File: src/tcs_defs.svh
// register offsets, field positions and reset values of the timer control slice
`ifndef TCS_DEFS_SVH
`define TCS_DEFS_SVH

// register offsets on the plain register port
`define TCS_OFS_CTRL_A 8'h00
`define TCS_OFS_CTRL_B 8'h01
`define TCS_OFS_OUT_VAL 8'h02
`define TCS_OFS_SPLIT 8'h03
`define TCS_OFS_CTRLE_CLR 8'h04
`define TCS_OFS_CTRLE_SET 8'h05
`define TCS_OFS_BV_CLR 8'h06
`define TCS_OFS_BV_SET 8'h07

// field positions
`define TCS_BIT_ENABLE 0
`define TCS_BIT_SPLIT 0
`define TCS_BIT_DIR 0
`define TCS_BIT_LOCK_UPDATE 1
`define TCS_CMD_LSB 2
`define TCS_CMD_MSB 3
`define TCS_BIT_AUTO_LOCK_UPDATE 3
`define TCS_WGM_LSB 0
`define TCS_WGM_MSB 2
`define TCS_PEN_LSB 4
`define TCS_PEN_MSB 6
`define TCS_OV_LSB 0
`define TCS_OV_MSB 2
`define TCS_BV_MSB 3

// reset values
`define TCS_RST_BYTE 8'h00
`define TCS_RST_CH 3'h0
`define TCS_RST_BV 4'h0
`define TCS_RST_E 2'h0

`endif

File: src/tcs_pkg.sv
// types shared by the timer control slice
package tcs_pkg;

    // command field codes of the control e aliases
    typedef enum logic [1:0] {
        TCS_CMD_NONE = 2'h0,
        TCS_CMD_UPDATE = 2'h1,
        TCS_CMD_RESTART = 2'h2,
        TCS_CMD_RESET = 2'h3
    } tcs_cmd_e;

    // one register port request
    typedef struct packed {
        logic [7:0] addr;
        logic [7:0] wdata;
        logic wr;
        logic rd;
    } tcs_bus_s;

    // one-cycle strobes toward the counting datapath
    typedef struct packed {
        logic xfer;
        logic restart;
        logic hard_reset;
    } tcs_strobe_s;

endpackage

File: src/tcs_ctrl.sv
// control slice of a 16-bit timer: overrides, split mode, aliases, buffer valid
//
// How it works
// - stopped timer: output value bits drive waveform
// - pad needs pin enable; custom logic bypasses
// - split bit selects two 8-bit timers
// - clear alias: writing 1 clears bit
// - set alias: writing 1 sets bit
// - command: none, update, restart, hard reset
// - command field self-clears, always reads zero
// - hard reset ignored while timer enabled
// - unlocked: buffers transfer on update
// - locked: hardware update transfers nothing
// - forced update transfers even when locked
// - direction bit: 0 up, 1 down
// - hardware and software both steer direction
// - compare buffer write sets valid; update clears
// - period buffer write sets valid; update clears
// - auto lock holds lock until enabled valid
// - pin enable lets waveform own the pin
`timescale 1ns/1ps
`include "tcs_defs.svh"
module tcs_ctrl #(
    parameter int NCH = 3
) (
    input wire logic core_clk,
    input wire logic rst_b,
    input tcs_pkg::tcs_bus_s bus_req,
    output logic [7:0] rd_data,
    input wire logic hw_update,
    input wire logic period_buffer_wr,
    input wire logic [NCH-1:0] cmpbuf_wr,
    input wire logic dir_down_evt,
    input wire logic dir_up_evt,
    input wire logic [NCH-1:0] wg_value,
    output tcs_pkg::tcs_strobe_s strobes,
    output logic count_dir,
    output logic lock_update,
    output logic split_mode_select,
    output logic timer_enable,
    output logic [2:0] waveform_mode_select,
    output logic [NCH-1:0] pad_value,
    output logic [NCH-1:0] pad_oe,
    output logic [NCH-1:0] ccl_value
);
    import tcs_pkg::*;

    // write or read hit on one offset
    function automatic logic hit(input tcs_bus_s b, input logic [7:0] ofs, input logic wr);
        return (wr ? b.wr : b.rd) && (b.addr == ofs);
    endfunction

    logic enable_r; // timer running
    logic [NCH-1:0] pin_en_r; // per channel pin output enable
    logic auto_lock_update_r; // auto lock update
    logic [2:0] wgm_r; // waveform mode, passed to datapath
    logic [NCH-1:0] ov_r; // stopped-timer output values
    logic split_r; // split mode select
    logic [1:0] e_q; // {lock update, direction}
    logic [3:0] bv_q; // {chan2..0 valid, period valid}
    logic [7:0] rd_nxt; // read mux
    tcs_strobe_s strobe_r;
    logic [NCH-1:0] pad_r;
    logic [NCH-1:0] oe_r;
    logic [NCH-1:0] ccl_r;

    // decoded writes
    logic wr_a, wr_b, wr_ov, wr_sp, wr_eclr, wr_eset, wr_fclr, wr_fset;
    assign wr_a = hit(bus_req, `TCS_OFS_CTRL_A, 1'b1);
    assign wr_b = hit(bus_req, `TCS_OFS_CTRL_B, 1'b1);
    assign wr_ov = hit(bus_req, `TCS_OFS_OUT_VAL, 1'b1);
    assign wr_sp = hit(bus_req, `TCS_OFS_SPLIT, 1'b1);
    assign wr_eclr = hit(bus_req, `TCS_OFS_CTRLE_CLR, 1'b1);
    assign wr_eset = hit(bus_req, `TCS_OFS_CTRLE_SET, 1'b1);
    assign wr_fclr = hit(bus_req, `TCS_OFS_BV_CLR, 1'b1);
    assign wr_fset = hit(bus_req, `TCS_OFS_BV_SET, 1'b1);

    // command taken from the set alias only; it is never stored
    tcs_cmd_e cmd;
    assign cmd = wr_eset ? tcs_cmd_e'(bus_req.wdata[`TCS_CMD_MSB:`TCS_CMD_LSB])
                         : TCS_CMD_NONE;
    logic force_upd, force_rst, force_hard;
    assign force_upd = (cmd == TCS_CMD_UPDATE);
    assign force_rst = (cmd == TCS_CMD_RESTART);
    assign force_hard = (cmd == TCS_CMD_RESET) && !enable_r;

    // buffer transfer: hardware update only when unlocked, forced always
    logic xfer_now;
    assign xfer_now = (hw_update && !e_q[`TCS_BIT_LOCK_UPDATE]) || force_upd;

    // auto lock: armed when a write turns the auto bit on, or after each transfer
    logic auto_lock_update_on, all_valid, lock_update_set, lock_update_clr;
    assign auto_lock_update_on = wr_b && bus_req.wdata[`TCS_BIT_AUTO_LOCK_UPDATE] && !auto_lock_update_r;
    assign all_valid = &(bv_q[`TCS_BV_MSB:1] | ~pin_en_r);
    assign lock_update_set = auto_lock_update_on || (auto_lock_update_r && xfer_now);
    assign lock_update_clr = auto_lock_update_r && e_q[`TCS_BIT_LOCK_UPDATE] && all_valid;

    // control a, b, output values and split mode
    always_ff @(posedge core_clk) begin
        if (!rst_b) begin
            enable_r <= 1'b0;
            pin_en_r <= `TCS_RST_CH;
            auto_lock_update_r <= 1'b0;
            wgm_r <= `TCS_RST_CH;
            ov_r <= `TCS_RST_CH;
            split_r <= 1'b0;
        end else begin
            if (wr_a) begin
                enable_r <= bus_req.wdata[`TCS_BIT_ENABLE];
            end
            if (wr_b) begin
                pin_en_r <= bus_req.wdata[`TCS_PEN_MSB:`TCS_PEN_LSB];
                auto_lock_update_r <= bus_req.wdata[`TCS_BIT_AUTO_LOCK_UPDATE];
                wgm_r <= bus_req.wdata[`TCS_WGM_MSB:`TCS_WGM_LSB];
            end
            if (wr_ov) begin
                ov_r <= bus_req.wdata[`TCS_OV_MSB:`TCS_OV_LSB];
            end
            if (wr_sp) begin
                split_r <= bus_req.wdata[`TCS_BIT_SPLIT];
            end
        end
    end

    // lock update and direction behind their alias pair
    tcs_w1sc_reg #(.W(2)) u_ctrl_e (
        .core_clk(core_clk),
        .rst_b(rst_b),
        .sw_set(wr_eset ? bus_req.wdata[1:0] : `TCS_RST_E),
        .sw_clr(wr_eclr ? bus_req.wdata[1:0] : `TCS_RST_E),
        .hw_set({lock_update_set, dir_down_evt}),
        .hw_clr({lock_update_clr | force_hard, dir_up_evt | force_hard}),
        .q(e_q)
    );

    // buffer valid flags; a buffer write beats a same-cycle transfer
    tcs_w1sc_reg #(.W(4)) u_bv (
        .core_clk(core_clk),
        .rst_b(rst_b),
        .sw_set(wr_fset ? bus_req.wdata[3:0] : `TCS_RST_BV),
        .sw_clr(wr_fclr ? bus_req.wdata[3:0] : `TCS_RST_BV),
        .hw_set({cmpbuf_wr, period_buffer_wr}),
        .hw_clr({4{xfer_now | force_hard}}),
        .q(bv_q)
    );

    // strobes to the datapath, one cycle after their cause
    always_ff @(posedge core_clk) begin
        if (!rst_b) begin
            strobe_r <= '0;
        end else begin
            strobe_r.xfer <= xfer_now;
            strobe_r.restart <= force_rst;
            strobe_r.hard_reset <= force_hard;
        end
    end

    // waveform outputs: running timer drives, stopped timer uses override
    always_ff @(posedge core_clk) begin
        if (!rst_b) begin
            pad_r <= `TCS_RST_CH;
            oe_r <= `TCS_RST_CH;
            ccl_r <= `TCS_RST_CH;
        end else begin
            // custom logic sees the value whatever the pin enable
            ccl_r <= enable_r ? wg_value : ov_r;
            // a disabled pin carries nothing of the waveform
            pad_r <= (enable_r ? wg_value : ov_r) & pin_en_r;
            oe_r <= pin_en_r;
        end
    end

    // read mux; both aliases show the same bits, command reads zero
    always_comb begin
        rd_nxt = `TCS_RST_BYTE;
        unique case (bus_req.addr)
            `TCS_OFS_CTRL_A: rd_nxt[`TCS_BIT_ENABLE] = enable_r;
            `TCS_OFS_CTRL_B: begin
                rd_nxt[`TCS_PEN_MSB:`TCS_PEN_LSB] = pin_en_r;
                rd_nxt[`TCS_BIT_AUTO_LOCK_UPDATE] = auto_lock_update_r;
                rd_nxt[`TCS_WGM_MSB:`TCS_WGM_LSB] = wgm_r;
            end
            `TCS_OFS_OUT_VAL: rd_nxt[`TCS_OV_MSB:`TCS_OV_LSB] = ov_r;
            `TCS_OFS_SPLIT: rd_nxt[`TCS_BIT_SPLIT] = split_r;
            `TCS_OFS_CTRLE_CLR, `TCS_OFS_CTRLE_SET: rd_nxt[1:0] = e_q;
            `TCS_OFS_BV_CLR, `TCS_OFS_BV_SET: rd_nxt[3:0] = bv_q;
            default: rd_nxt = `TCS_RST_BYTE; // unmapped reads zero
        endcase
    end

    // read data stand only in the cycle after the strobe
    always_ff @(posedge core_clk) begin
        if (!rst_b) begin
            rd_data <= `TCS_RST_BYTE;
        end else begin
            rd_data <= bus_req.rd ? rd_nxt : `TCS_RST_BYTE;
        end
    end

    assign strobes = strobe_r;
    assign count_dir = e_q[`TCS_BIT_DIR];
    assign lock_update = e_q[`TCS_BIT_LOCK_UPDATE];
    assign split_mode_select = split_r;
    assign timer_enable = enable_r;
    assign waveform_mode_select = wgm_r;
    assign pad_value = pad_r;
    assign pad_oe = oe_r;
    assign ccl_value = ccl_r;
endmodule // tcs_ctrl

File: src/tcs_w1sc_reg.sv
// bit register with set and clear alias writes plus hardware set and clear
`timescale 1ns/1ps
module tcs_w1sc_reg #(
    parameter int W = 4
) (
    input wire logic core_clk,
    input wire logic rst_b,
    input wire logic [W-1:0] sw_set,
    input wire logic [W-1:0] sw_clr,
    input wire logic [W-1:0] hw_set,
    input wire logic [W-1:0] hw_clr,
    output logic [W-1:0] q
);

    // sets win over clears so no event is lost in a clearing cycle
    always_ff @(posedge core_clk) begin
        if (!rst_b) begin
            q <= '0;
        end else begin
            q <= (q & ~(sw_clr | hw_clr)) | sw_set | hw_set;
        end
    end

endmodule // tcs_w1sc_reg
File: config.mk
export PLATFORM = sky130hd
export DESIGN_NAME = tcs_ctrl
export DESIGN_NICKNAME = d
export VERILOG_FILES = /design/src/tcs_pkg.sv /design/src/tcs_ctrl.sv /design/src/tcs_w1sc_reg.sv
export VERILOG_INCLUDE_DIRS = /design/src
export SDC_FILE = /design/constraint.sdc
export NUM_CORES = 1
export LEC_CHECK = 0
export BUFFER_PORTS_ARGS = -buffer_cell sky130_fd_sc_hd__buf_2
export CELL_PAD_IN_SITES_DETAIL_PLACEMENT = 0
export CELL_PAD_IN_SITES_GLOBAL_PLACEMENT = 1
export CORE_MARGIN = 2
export CORE_UTILIZATION = 35
export CTS_BUF_LIST = sky130_fd_sc_hd__clkbuf_16
export CTS_CLUSTER_SIZE = 24
export DETAILED_ROUTE_END_ITERATION = 8
export GPL_TIMING_DRIVEN = 0
export PLACE_DENSITY_LB_ADDON = 0.3
export REMOVE_ABC_BUFFERS = 1
export SLEW_MARGIN = 5
export SYNTH_ARGS = -nofsm -noshare
export SYNTH_HDL_FRONTEND = slang
export SYNTH_HIERARCHICAL = 1
export SYNTH_SLANG_ARGS = --single-unit
export TNS_END_PERCENT = 1
File: constraint.sdc
create_clock -name core_clk -period 4.4 [get_ports core_clk]
set_clock_uncertainty 0.05 [all_clocks]
set_input_delay 0.88 -clock core_clk [delete_from_list [all_inputs] [get_ports core_clk]]
set_output_delay 0.88 -clock core_clk [all_outputs]
set_load 0.02 [all_outputs]
Yosys cells after proc, flatten, opt, wreduce, memory -nomap -nowiden --
Index checks and enable logic that the tools add are counted.
Storage, ports and cells: flip-flop bits (word level) 38, bits of input ports 30, output and inout bits 27, word-level logic and storage cells 79
Cells by class: equality and inequality tests 10, muxes and demuxes 10, bitwise logic cells 16, reduce and logical (&&, ||, !) cells 26
Operators by type and width (number):
- equality test 8 x 3 -> 1 bit, second input constant | 4
- equality test 8 x 2 -> 1 bit, second input constant | 2
- logical AND 1 bit | 15
- OR 4 bit | 3
- equality test 8 x 1 -> 1 bit, second input constant | 1
- zero test 8 bit | 1
- 2-to-1 mux 4 bit | 2
- 2-to-1 mux 2 bit | 3
- OR 2 bit | 3
- one-hot mux 1 bit (6 select lines) | 1
- AND reduction 3 bit | 2
- AND 4 bit | 1
- equality test 2 bit, second input constant | 2
- NOT 4 bit | 1
- one-hot mux 1 bit (4 select lines) | 1
- OR reduction 2 bit | 2
- AND 3 bit | 1
- zero test 1 bit | 3
- 2-to-1 mux 3 bit | 1
- NOT 3 bit | 1
- OR 1 bit | 3
- OR 3 bit | 1
- one-hot mux 1 bit (3 select lines) | 1
- AND 2 bit | 1
- 5 further kinds | 6

Longest topological paths before layout --
Gate-level depths: netlist (run 1).
depth in word-level cells 11, gate-level depth with buffers 8, depth with buffers taken out 6

Hierarchy --
Netlist (run 1), hierarchy kept.
By module, submodules not included:
- tcs_ctrl | instances 1, cells each 148, area an instance 1358.8 um^2, sequential area each 620.6 um^2
- tcs_w1sc_reg at u_bv | instances 1, cells each 16, area an instance 165.2 um^2, sequential area each 80.1 um^2
- tcs_w1sc_reg at u_ctrl_e | instances 1, cells each 8, area an instance 82.6 um^2, sequential area each 40.0 um^2

Worst setup path before layout (run 1) --
Ideal clock, no wire load.
path type input port to flip-flop, start point in bus_req[13] (netlist bit), end point reg u_bv.q[2], library setup time 0.126 ns, arrival 2.056 ns, required time 4.224 ns, path slack 2.168 ns, stages 6, path buffers 1, cell sequence nor4_4 and4b_1 buf_6 nor3b_4 or2_2 o31ai_2
Between the ends: cells in the longest elaborated chain, start to end 11, elaborated cells on any way between the ends 19, classes of those cells eq/ne (5); mux (3); bitwise (6); reduce/logical (5)
Ends and longest elaborated chain:
- start, declared | RTL line tcs_ctrl.sv:28 | input tcs_pkg::tcs_bus_s bus_req,
- equality test 8 x 3 -> 1 bit | RTL line tcs_ctrl.sv:50 | return (wr ? b.wr : b.rd) && (b.addr == ofs);
- logical AND 1 bit | RTL line tcs_ctrl.sv:50
- 2-to-1 mux 2 bit | RTL line tcs_ctrl.sv:80 | assign cmd = wr_eset ? tcs_cmd_e'(bus_req.wdata[`TCS_CMD_MSB:`TCS_CMD_LSB])
- equality test 2 x 1 -> 1 bit / equality test 2 bit (equally long branches) | RTL line tcs_ctrl.sv:83, tcs_ctrl.sv:85
- logical OR 1 bit / logical AND 1 bit (equally long branches) | RTL line tcs_ctrl.sv:89, tcs_ctrl.sv:85
- OR 1 bit | RTL line tcs_ctrl.sv:143 | .hw_clr({4{xfer_now | force_hard}}),
- OR 4 bit | RTL line tcs_w1sc_reg.sv:20 | q <= (q & ~(sw_clr | hw_clr)) | sw_set | hw_set;
- NOT 4 bit | RTL line tcs_w1sc_reg.sv:20
- AND 4 bit | RTL line tcs_w1sc_reg.sv:20
- OR 4 bit (*) (2 in series) | RTL line tcs_w1sc_reg.sv:20
- end signal, assigned | RTL line tcs_w1sc_reg.sv:20
- end, declared | RTL line tcs_w1sc_reg.sv:12 | output logic [W-1:0] q
Mark *: on every way between the ends. The rest lies on a longest branch, timed or not. A chain may end at the register's enable or synchronous reset.

Worst setup path in the final report (run 1) --
start point in bus_req[11] (netlist bit), end point reg u_ctrl_e.q[1]
Between the ends: elaborated cells on any way between the ends 23, classes of those cells eq/ne (5); mux (3); bitwise (6); reduce/logical (9)
RTL lines:
- equality test 8 x 3 -> 1 bit | RTL line tcs_ctrl.sv:50
- logical AND 1 bit | RTL line tcs_ctrl.sv:50
- 2-to-1 mux 2 bit | RTL line tcs_ctrl.sv:80
- equality test 2 x 1 -> 1 bit | RTL line tcs_ctrl.sv:83 | assign force_upd = (cmd == TCS_CMD_UPDATE);
- logical OR 1 bit | RTL line tcs_ctrl.sv:89 | assign xfer_now = (hw_update && !e_q[`TCS_BIT_LOCK_UPDATE]) || force_upd;
- logical AND 1 bit | RTL line tcs_ctrl.sv:95 | assign lock_update_set = auto_lock_update_on || (auto_lock_update_r && xfer_now);
- logical OR 1 bit (*) | RTL line tcs_ctrl.sv:95
- via lock_update_set | RTL line tcs_ctrl.sv:92 | logic auto_lock_update_on, all_valid, lock_update_set, lock_update_clr;
- OR 2 bit (*) | RTL line tcs_w1sc_reg.sv:20
- end signal, assigned | RTL line tcs_w1sc_reg.sv:20
- end, declared | RTL line tcs_w1sc_reg.sv:12
Mark *: on every way through the listed nets, which the timed path passes. The rest lies on a longest branch.

==> results of run 1 <==
==> flip-flops by register name, indices dropped and copies added (netlist names), 2 cells and up <==
register and cells:
ccl_value 3, ov_r 3, pad_oe 3, pad_value 3, pin_en_r 3, rd_data 7
strobes 3, u_bv/q 4, u_ctrl_e/q 2, waveform_mode_select 3
==> power by group <==
part           switching (mW)  internal (mW)  total (mW)
Clock                   0.121          0.202       0.323
Sequential            0.00254          0.340       0.342
Combinational          0.0317         0.0206      0.0523
==> metrics by stage <==
| stage | hold WS (ns) | util | instance area (um^2) | setup slack [ns] | instances |
|---|---|---|---|---|---|
| finish | 0.418 | 0.462 | 2030 | 1.64 | 276 |
| global route | 0.453 | 0.462 | 2030 | 1.42 | 276 |
| CTS | 0.421 | 0.462 | 2030 | 1.60 | 276 |
| detailed placement | 0.415 | 0.432 | 1890 | 1.32 | 269 |
| global placement | 0.405 | 0.432 | 1890 | 1.29 | 269 |
| floorplan | 0.396 | - | 1560 | 2.15 | 163 |
==> routing by layer <==
metal	share of wire	vias to the layer above	wire length, um	GRT usage
met4	0.015	0	57	0.0608
met3	0.061	5	233	0.0464
li1	-	713	-	-
met5	0	-	0	0
met1	0.49	631	1870	0.212
met2	0.44	54	1680	0.231
==> cell type report <==
class / instances / share of cell area
sequential: 37 / 0.366
clock inverter: 2 / 0.00371
inverter: 2 / 0.00371
clock buffer: 5 / 0.0618
tap: 52 / 0.0321
timing repair buffer: 54 / 0.133
multi-input combinational: 124 / 0.400
==> critical path, cell delays in order <==
cell                      delay (ns)
sky130_fd_sc_hd__buf_2          0.17
sky130_fd_sc_hd__nor2b_1        0.59
sky130_fd_sc_hd__nand4_1        0.67
sky130_fd_sc_hd__nor3_1         0.33
sky130_fd_sc_hd__a21o_1         0.11
sky130_fd_sc_hd__o21ai_1        0.06
sky130_fd_sc_hd__o31ai_2        0.09
==> kinds of logic after synthesis <==
| kind of cell | share of synthesized area |
|---|---|
| AO/OA/AOI/OAI | 0.153 |
| buffers and inverters | 0.0350 |
| flip-flops | 0.461 |
| multiplexers | 0.0452 |
| other | 0.00233 |
| AND/OR/NAND/NOR | 0.304 |
==> path summary, 6_finish.rpt <==
check / startpoint / end
min: u_bv/q[0] / u_bv/q[0]
max: bus_req[11] / u_ctrl_e/q[1]
max reg2reg: u_ctrl_e/q[1] / u_bv/q[0]
min reg2reg: u_bv/q[0] / u_bv/q[0]
==> placed cells by master, fill, tap and decap left out, types with 2 or more instances in the layout <==
master / count
sky130_fd_sc_hd__nand4_1: 4
sky130_fd_sc_hd__a211oi_1: 2
sky130_fd_sc_hd__nand2_1: 18
sky130_fd_sc_hd__nor3_1: 4
sky130_fd_sc_hd__or2_2: 2
sky130_fd_sc_hd__nor2_1: 5
sky130_fd_sc_hd__o21ai_1: 4
sky130_fd_sc_hd__and2_1: 16
sky130_fd_sc_hd__o31ai_2: 6
sky130_fd_sc_hd__nor2b_1: 7
sky130_fd_sc_hd__a21oi_1: 2
sky130_fd_sc_hd__inv_1: 3
sky130_fd_sc_hd__a41o_2: 2
sky130_fd_sc_hd__buf_2: 54
sky130_fd_sc_hd__nand3_1: 12
sky130_fd_sc_hd__mux2i_1: 5
sky130_fd_sc_hd__and3_2: 8
sky130_fd_sc_hd__dfxtp_1: 37
sky130_fd_sc_hd__clkbuf_16: 5
sky130_fd_sc_hd__o21ai_0: 14
==> summary.txt, run 1 <==
Outcome
  • Result of the run: finished, final reports clean

Synth
  • Count of distinct cell types in the synthesized netlist: 36
  • Area of the mapped netlist: around 1600 um^2
  • Seq/Total Area, Yosys: 0.461
  • Most used standard cells in the synthesized netlist: sky130_fd_sc_hd__dfxtp_1 (37), sky130_fd_sc_hd__nand2_1 (18), sky130_fd_sc_hd__and2_1 (16)
  • Dominant cell by count in the synthesized netlist: sky130_fd_sc_hd__dfxtp_1
  • Cell taking the most area after synthesis: sky130_fd_sc_hd__dfxtp_1
  • Ranking of synthesized cells by area: sky130_fd_sc_hd__dfxtp_1 (46%), sky130_fd_sc_hd__and2_1 (6.2%), sky130_fd_sc_hd__o31ai_2 (4.7%)
  • Async SR Flop Fraction: 0
  • Ys flop type: sky130_fd_sc_hd__dfxtp_1
  • Yosys warning count: 6
  • EDFF count, synth: 0
  • Number of cells produced by synthesis: ~170
  • Average size of a mapped cell: 9.34 um^2
  • Yosys reg bits: 37
  • Share of the synthesized area in the top cell type: 0.461

GRT
  • Via count of the first global-routing pass: 1,233
  • Wire length of the first global-routing pass: ~6000 um
  • Tot GR Track Use: 0.156
  • Number of antenna violations at the first check in global routing: 0
  • GRT overflow: 0
  • Maximum number of pins on one net before global-route repair: 38

Power and ir drop
  • IR drop worst, VDD: about 0.13 mV
  • Cell leakage power: 0.902 nW
  • Total power: 717 uW
  • Cell Pwr Density: 354 nW/um^2

Layout
  • Share of cells above drive strength 1: 0.357
  • Sequential Area: 741 um^2
  • Area used by multi-input combinational logic: 810 um^2
  • Synthesis-to-finish area growth: 26.1%
  • Ant. Diodes: 0
  • Final-stage net count: 254
  • Fillcell total: about 440

Route
  • Number of DRC violations after detailed-routing iteration 0: 43
  • Vias post-DR: 1,403
  • DRC violations left: 0
  • Final routed wire length divided by cell count: 13.9 um
  • Antenna viol nets, final: 0
  • Detail-routed via count per cell: 5.08
  • First drt pass iteration count: 4
  • Total detailed-routing wirelength: a little under 4000 um

Setup path
  • Category of the critical setup timing path: input pin to flop
  • Crit path capture type: flop
  • Required time of the critical path: 4.54 ns
  • Register-to-register setup slack: 2.92 ns
  • CP arrival: 2.91 ns
  • Maximum fanout encountered on the critical timing path: 15
  • Critical path launch point type: input pin
  • R2r worst-path depth: 4

Placed design
  • RD Place Congestion: 0.790
  • Number of input and output port buffers inserted: 54
  • Detail Placement HPWL: 2770 um

STA
  • Max_slew headroom: 0.513
  • Period minus WS final: 2.76 ns
  • Period Utilization, post-route: 0.628
  • Number of endpoints with negative hold slack in the final report: 0
  • Setup violators final: 0
  • RSZ-0062 raised after global routing: no
  • Setup TNS after final layout: 0 ns
  • Number of pins exceeding their max-slew limit in the final report: 0
  • Least-Margin Pin Slew: between 0.7 and 0.8 ns
  • Highest clock frequency the design can meet: 0.362 GHz

Clock tree
  • CTS Hold Bufs: 0
  • Clock buffers created by TritonCTS: 5
  • CTS tree: yes
  • CTS clock-pin slew for the worst setup and hold paths: around 0.050 ns
  • # H-tree levels: 2
  • Buffer levels on the longest clock path: 2
  • Clock latency of the later-clocked register in the worst-skew pair: 0.27 ns
  • Root buffer selected by CTS: sky130_fd_sc_hd__clkbuf_16
  • CTS resizes: 0
  • CTS sink cnt: 37
  • Post-CTS setup buffer count: 0

Min path
  • Class of the most critical hold timing path: flop to flop
  • Count of cells along the worst hold path: 2

Die
  • Initial standard-cell utilization of the core: 0.366
  • Die Outline Area: 5150 um^2
  • Height of the chip: roughly 70 um
  • IO Count: 57
  • Std-Cell Rows: 24
  • Die boundary width: ~72 um
  • Area of the core: 4380 um^2

Run
  • MaxCap Viol Count: 0
Note: power is estimated with default switching activity, not from simulation.
==> inputs of run 2 (changes only) <==
--- a/config.mk
+++ b/config.mk
@@ -6,11 +6,12 @@
 export SDC_FILE = /design/constraint.sdc
 export NUM_CORES = 1
 export LEC_CHECK = 0
+export ABC_AREA = 1
 export BUFFER_PORTS_ARGS = -buffer_cell sky130_fd_sc_hd__buf_2
 export CELL_PAD_IN_SITES_DETAIL_PLACEMENT = 0
 export CELL_PAD_IN_SITES_GLOBAL_PLACEMENT = 1
 export CORE_MARGIN = 2
-export CORE_UTILIZATION = 35
+export CORE_UTILIZATION = 31
 export CTS_BUF_LIST = sky130_fd_sc_hd__clkbuf_16
 export CTS_CLUSTER_SIZE = 24
 export DETAILED_ROUTE_END_ITERATION = 8
==> constraint.sdc (replaced) <==
create_clock -name core_clk -period 2.5 [get_ports core_clk]
set_clock_uncertainty 0.05 [all_clocks]
set_input_delay 0.5 -clock core_clk [delete_from_list [all_inputs] [get_ports core_clk]]
set_output_delay 0.5 -clock core_clk [all_outputs]
set_load 0.02 [all_outputs]
==> run 2 against run 1 <==
  * Worst hold slack got worse by 0.022 ns
  * Final cell count increased by 35%
  * Largest power group is now clock
  * Synthesized cell count increased by 42%
  * Combinational power increased by 70%
  * Critical path depth increased by 3
  * Critical path type unchanged
==> summary.txt, run 2 <==
GRT
  • Wire length of the first global-routing pass: 7130 um (was 6110 um)
  • GRT overflow: 0 (unchanged)
  • Maximum number of pins on one net before global-route repair: 19 (was 38)
  • Number of antenna violations at the first check in global routing: 0 (unchanged)
  • Tot GR Track Use: 0.154 (was 0.156)
  • Via count of the first global-routing pass: 1,530 (was 1,233)

Synth
  • Seq/Total Area, Yosys: 0.440 (was 0.461)
  • Share of the synthesized area in the top cell type: 0.440 (was 0.461)
  • Dominant cell by count in the synthesized netlist: sky130_fd_sc_hd__nor2_1 (was sky130_fd_sc_hd__dfxtp_1)
  • Yosys warning count: 6 (unchanged)
  • Ranking of synthesized cells by area: sky130_fd_sc_hd__dfxtp_1 (44%), sky130_fd_sc_hd__nor2_1 (15%), sky130_fd_sc_hd__nand2_1 (10%) (was sky130_fd_sc_hd__dfxtp_1 (46%), sky130_fd_sc_hd__and2_1 (6.2%), sky130_fd_sc_hd__o31ai_2 (4.7%))
  • Multiplexer share of the synthesized area: 0 (was 0.0452)
  • Ys flop type: sky130_fd_sc_hd__dfxtp_1 (unchanged)
  • Async SR Flop Fraction: 0 (unchanged)
  • Number of cells produced by synthesis: 245 (was 172)
  • EDFF count, synth: 0 (unchanged)
  • Count of distinct cell types in the synthesized netlist: 26 (was 36)
  • Most used standard cells in the synthesized netlist: sky130_fd_sc_hd__nor2_1 (67), sky130_fd_sc_hd__nand2_1 (46), sky130_fd_sc_hd__dfxtp_1 (37) (was sky130_fd_sc_hd__dfxtp_1 (37), sky130_fd_sc_hd__nand2_1 (18), sky130_fd_sc_hd__and2_1 (16))
  • Area of the mapped netlist: 1680 um^2 (was 1610 um^2)
  • Area share of and/or/nand/nor cells after synthesis: 0.399 (was 0.304)
  • Xor-xnor portion of the synthesized cell area: 0 (unchanged)
  • Cell taking the most area after synthesis: sky130_fd_sc_hd__dfxtp_1 (unchanged)
  • Largest family of logic cells by synthesized area: simple AND/OR/NAND/NOR gates (unchanged)
  • Synth Area in Compound Gates: 0.0677 (was 0.153)
  • Yosys reg bits: 37 (unchanged)
  • Synth Area in Adders: 0 (unchanged)
  • Average size of a mapped cell: 6.87 um^2 (was 9.34 um^2)

Die
  • Height of the chip: 77.7 um (was 71.8 um)
  • Initial standard-cell utilization of the core: 0.325 (was 0.366)
  • IO Count: 57 (unchanged)
  • Std-Cell Rows: 26 (was 24)
  • Die boundary width: 77.7 um (was 71.8 um)
  • Area of the core: 5170 um^2 (was 4380 um^2)
  • Die Outline Area: 6030 um^2 (was 5150 um^2)

Power and ir drop
  • Switching component of the power: 296 uW (was 155 uW)
  • IR drop worst, VDD: 0.248 mV (was 0.134 mV)
  • Combinational group share of total power: 0.064 (was 0.073)
  • Cell leakage power: 1.08 nW (was 0.902 nW)
  • Seq pwr share: 0.433 (was 0.477)
  • Cell Pwr Density: 638 nW/um^2 (was 354 nW/um^2)
  • Switching power share of the total: 0.213 (was 0.216)
  • Part of the power in the clock network: 0.503 (was 0.450)
  • Internal cell power: 1.09 mW (was 562 uW)

Layout
  • Most flop-heavy register: rd_data (unchanged)
  • Max reg flops: 7 (unchanged)
  • Most frequent cells in the layout: sky130_fd_sc_hd__nor2_1 (67), sky130_fd_sc_hd__buf_2 (54), sky130_fd_sc_hd__nand2_1 (46) (was sky130_fd_sc_hd__buf_2 (54), sky130_fd_sc_hd__dfxtp_1 (37), sky130_fd_sc_hd__nand2_1 (18))
  • Final standard cell utilization of the core: 0.421 (was 0.462)
  • Most common library cell in the layout ignoring fill and taps: sky130_fd_sc_hd__nor2_1 (was sky130_fd_sc_hd__buf_2)
  • Largest registers ranked by flip-flop count: rd_data (7), u_bv/q (4) (unchanged)
  • Synthesis-to-finish area growth: 29.5% (was 26.1%)
  • Share of cells above drive strength 1: 0.271 (was 0.357)
  • Fillcell total: 588 (was 444)
  • Final-stage net count: 332 (was 254)
  • Ant. Diodes: 0 (unchanged)

STA
  • Number of endpoints with negative hold slack in the final report: 0 (unchanged)
  • Number of pins exceeding their max-slew limit in the final report: 0 (unchanged)
  • RSZ-0062 raised after global routing: no (unchanged)
  • Setup violators final: 0 (unchanged)
  • Period minus WS final: between 1.5 and 2 ns
  • Setup TNS after final layout: 0 ns (unchanged)
  • Highest clock frequency the design can meet: roughly 0.62 GHz
  • Period Utilization, post-route: 0.645

Clock tree
  • Clock latency of the later-clocked register in the worst-skew pair: 0.28 ns (was 0.27 ns)
  • CTS tree: yes (unchanged)
  • Post-CTS setup buffer count: 0 (unchanged)
  • Root buffer selected by CTS: sky130_fd_sc_hd__clkbuf_16 (unchanged)
  • CTS sink cnt: 37 (unchanged)
  • # H-tree levels: 2 (unchanged)
  • CTS resizes: 0 (unchanged)
  • Buffer levels on the longest clock path: 2 (unchanged)
  • CTS clock-pin slew for the worst setup and hold paths: 0.06 ns (was 0.05 ns)
  • Clock buffers created by TritonCTS: 5 (unchanged)
  • CTS Hold Bufs: 0 (unchanged)

Route
  • First drt pass iteration count: 5 (was 4)
  • DRC violations left: 0 (unchanged)
  • Antenna viol nets, final: 0 (unchanged)
  • Vias post-DR: 1,606 (was 1,403)
  • Detail-routed via count per cell: 4.31 (was 5.08)
  • Total detailed-routing wirelength: 4280 um (was 3850 um)
  • Number of DRC violations after detailed-routing iteration 0: 57 (was 43)
  • Final routed wire length divided by cell count: 11.5 um (was 13.9 um)

Setup path
  • Capturing instance or port of the critical path: u_ctrl_e/q[1] (unchanged)
  • R2r worst-path depth: 6 (was 4)
  • Register-to-register setup slack: 1.21 ns (was 2.92 ns)
  • Critical path launch point type: input pin (unchanged)
  • Crit path capture type: flop (unchanged)
  • Crit path from: bus_req[15] (was bus_req[11])
  • CP arrival: 1.77 ns (was 2.91 ns)
  • End of the worst register-to-register path: u_bv/q[1] (was u_bv/q[0])
  • Maximum fanout encountered on the critical timing path: 13 (was 15)
  • Reg-to-reg startpoint: timer_enable (was u_ctrl_e/q[1])
  • Category of the critical setup timing path: input pin to flop (unchanged)
  • Required time of the critical path: 2.66 ns (was 4.54 ns)

Min path
  • Count of cells along the worst hold path: 2 (unchanged)
  • Class of the most critical hold timing path: flop to flop (unchanged)

Placed design
  • RD Place Congestion: 0.781 (was 0.790)
  • Number of input and output port buffers inserted: 54 (unchanged)
  • Detail Placement HPWL: 3320 um (was 2770 um)

Outcome
  • Result of the run: finished, final reports clean (unchanged)

Run
  • MaxCap Viol Count: 0 (unchanged)
==> run 2: cell types whose count changed in the layout (fill, tap and decap cells not counted), moves of 5 or more <==
| cell | change |
|---|---|
| sky130_fd_sc_hd__and3_2 | -8 |
| sky130_fd_sc_hd__inv_1 | +25 |
| sky130_fd_sc_hd__nand2_1 | +28 |
| sky130_fd_sc_hd__mux2i_1 | -5 |
| sky130_fd_sc_hd__nor2b_1 | -7 |
| sky130_fd_sc_hd__nand2_2 | +6 |
| sky130_fd_sc_hd__a21oi_1 | +7 |
| sky130_fd_sc_hd__nor2_1 | +62 |
| sky130_fd_sc_hd__o31ai_2 | -6 |
| sky130_fd_sc_hd__and2_1 | -16 |
==> run 2: worst min path at each step <==
stage	from	to	slack [ns]
detailed placement	pin_en_r[2]	pad_oe[2]	0.39
CTS	pin_en_r[2]	pad_oe[2]	0.39
floorplan	pin_en_r[0]	pad_oe[0]	0.37
global placement	pin_en_r[0]	pad_oe[0]	0.38
finish	pin_en_r[1]	pad_oe[1]	0.40
global route	pin_en_r[0]	pad_oe[0]	0.42
==> run 2: power by group through the flow <==
stage	Combinational (mW)	Sequential (mW)	Clock (mW)
2_1_floorplan	0.0418	0.616	0
3_5_place_dp	0.0892	0.615	0
6_report	0.0888	0.602	0.699
5_1_grt	0.101	0.603	0.753
4_1_cts	0.0896	0.602	0.715
3_3_place_gp	0.0889	0.615	0
==> run 2: cell families (layout without fill, tap and decap cells) <==
| logic type | count (synthesis) | in the layout |
|---|---|---|
| and+or+nand+nor | 148 | 148 |
| buffers and inverters | 37 | 95 |
| AOI/OAI and AO/OA | 22 | 22 |
| DFF | 37 | 37 |
| other | 1 | 1 |
==> run 2: per-stage QoR <==
step	hold slack (ns)	setup slack, ns	std cells	instance area [um^2]	power [mW]
global placement	0.384	0.582	365	2010	0.704
global route	0.420	0.677	373	2180	1.46
finish	0.397	0.888	373	2180	1.39
detailed placement	0.385	0.584	365	2010	0.704
CTS	0.393	0.876	373	2180	1.41
floorplan	0.371	0.902	241	1660	0.658
==> run 2: routing by layer <==
| metal | global-route usage | wire length (um) |
|---|---|---|
| met1 | 0.190 | 2060 |
| met2 | 0.247 | 1930 |
| met3 | 0.0581 | 244 |
| met4 | 0.0500 | 39 |
| met5 | 0 | 0 |
==> run 2: area by class of cell <==
class,count,area (um^2),area share
Clock buffer,5,125,0.0574
Clock inverter,3,41.3,0.0189
Inverter,33,125,0.0574
Multi-Input combinational cell,171,790,0.362
Sequential cell,37,741,0.340
Tap cell,70,87.6,0.0402
Timing Repair Buffer,54,270,0.124
==> run 2: worst max-delay path, cell delays in order <==
cell and delay, ns:
sky130_fd_sc_hd__buf_2 0.09, sky130_fd_sc_hd__nor2_1 0.09, sky130_fd_sc_hd__nand2_1 0.10, sky130_fd_sc_hd__clkinv_2 0.18, sky130_fd_sc_hd__nand2_4 0.09, sky130_fd_sc_hd__nor3_4 0.32
sky130_fd_sc_hd__nand3_1 0.13, sky130_fd_sc_hd__nand2_1 0.10, sky130_fd_sc_hd__nor2_1 0.04, sky130_fd_sc_hd__a21oi_1 0.13
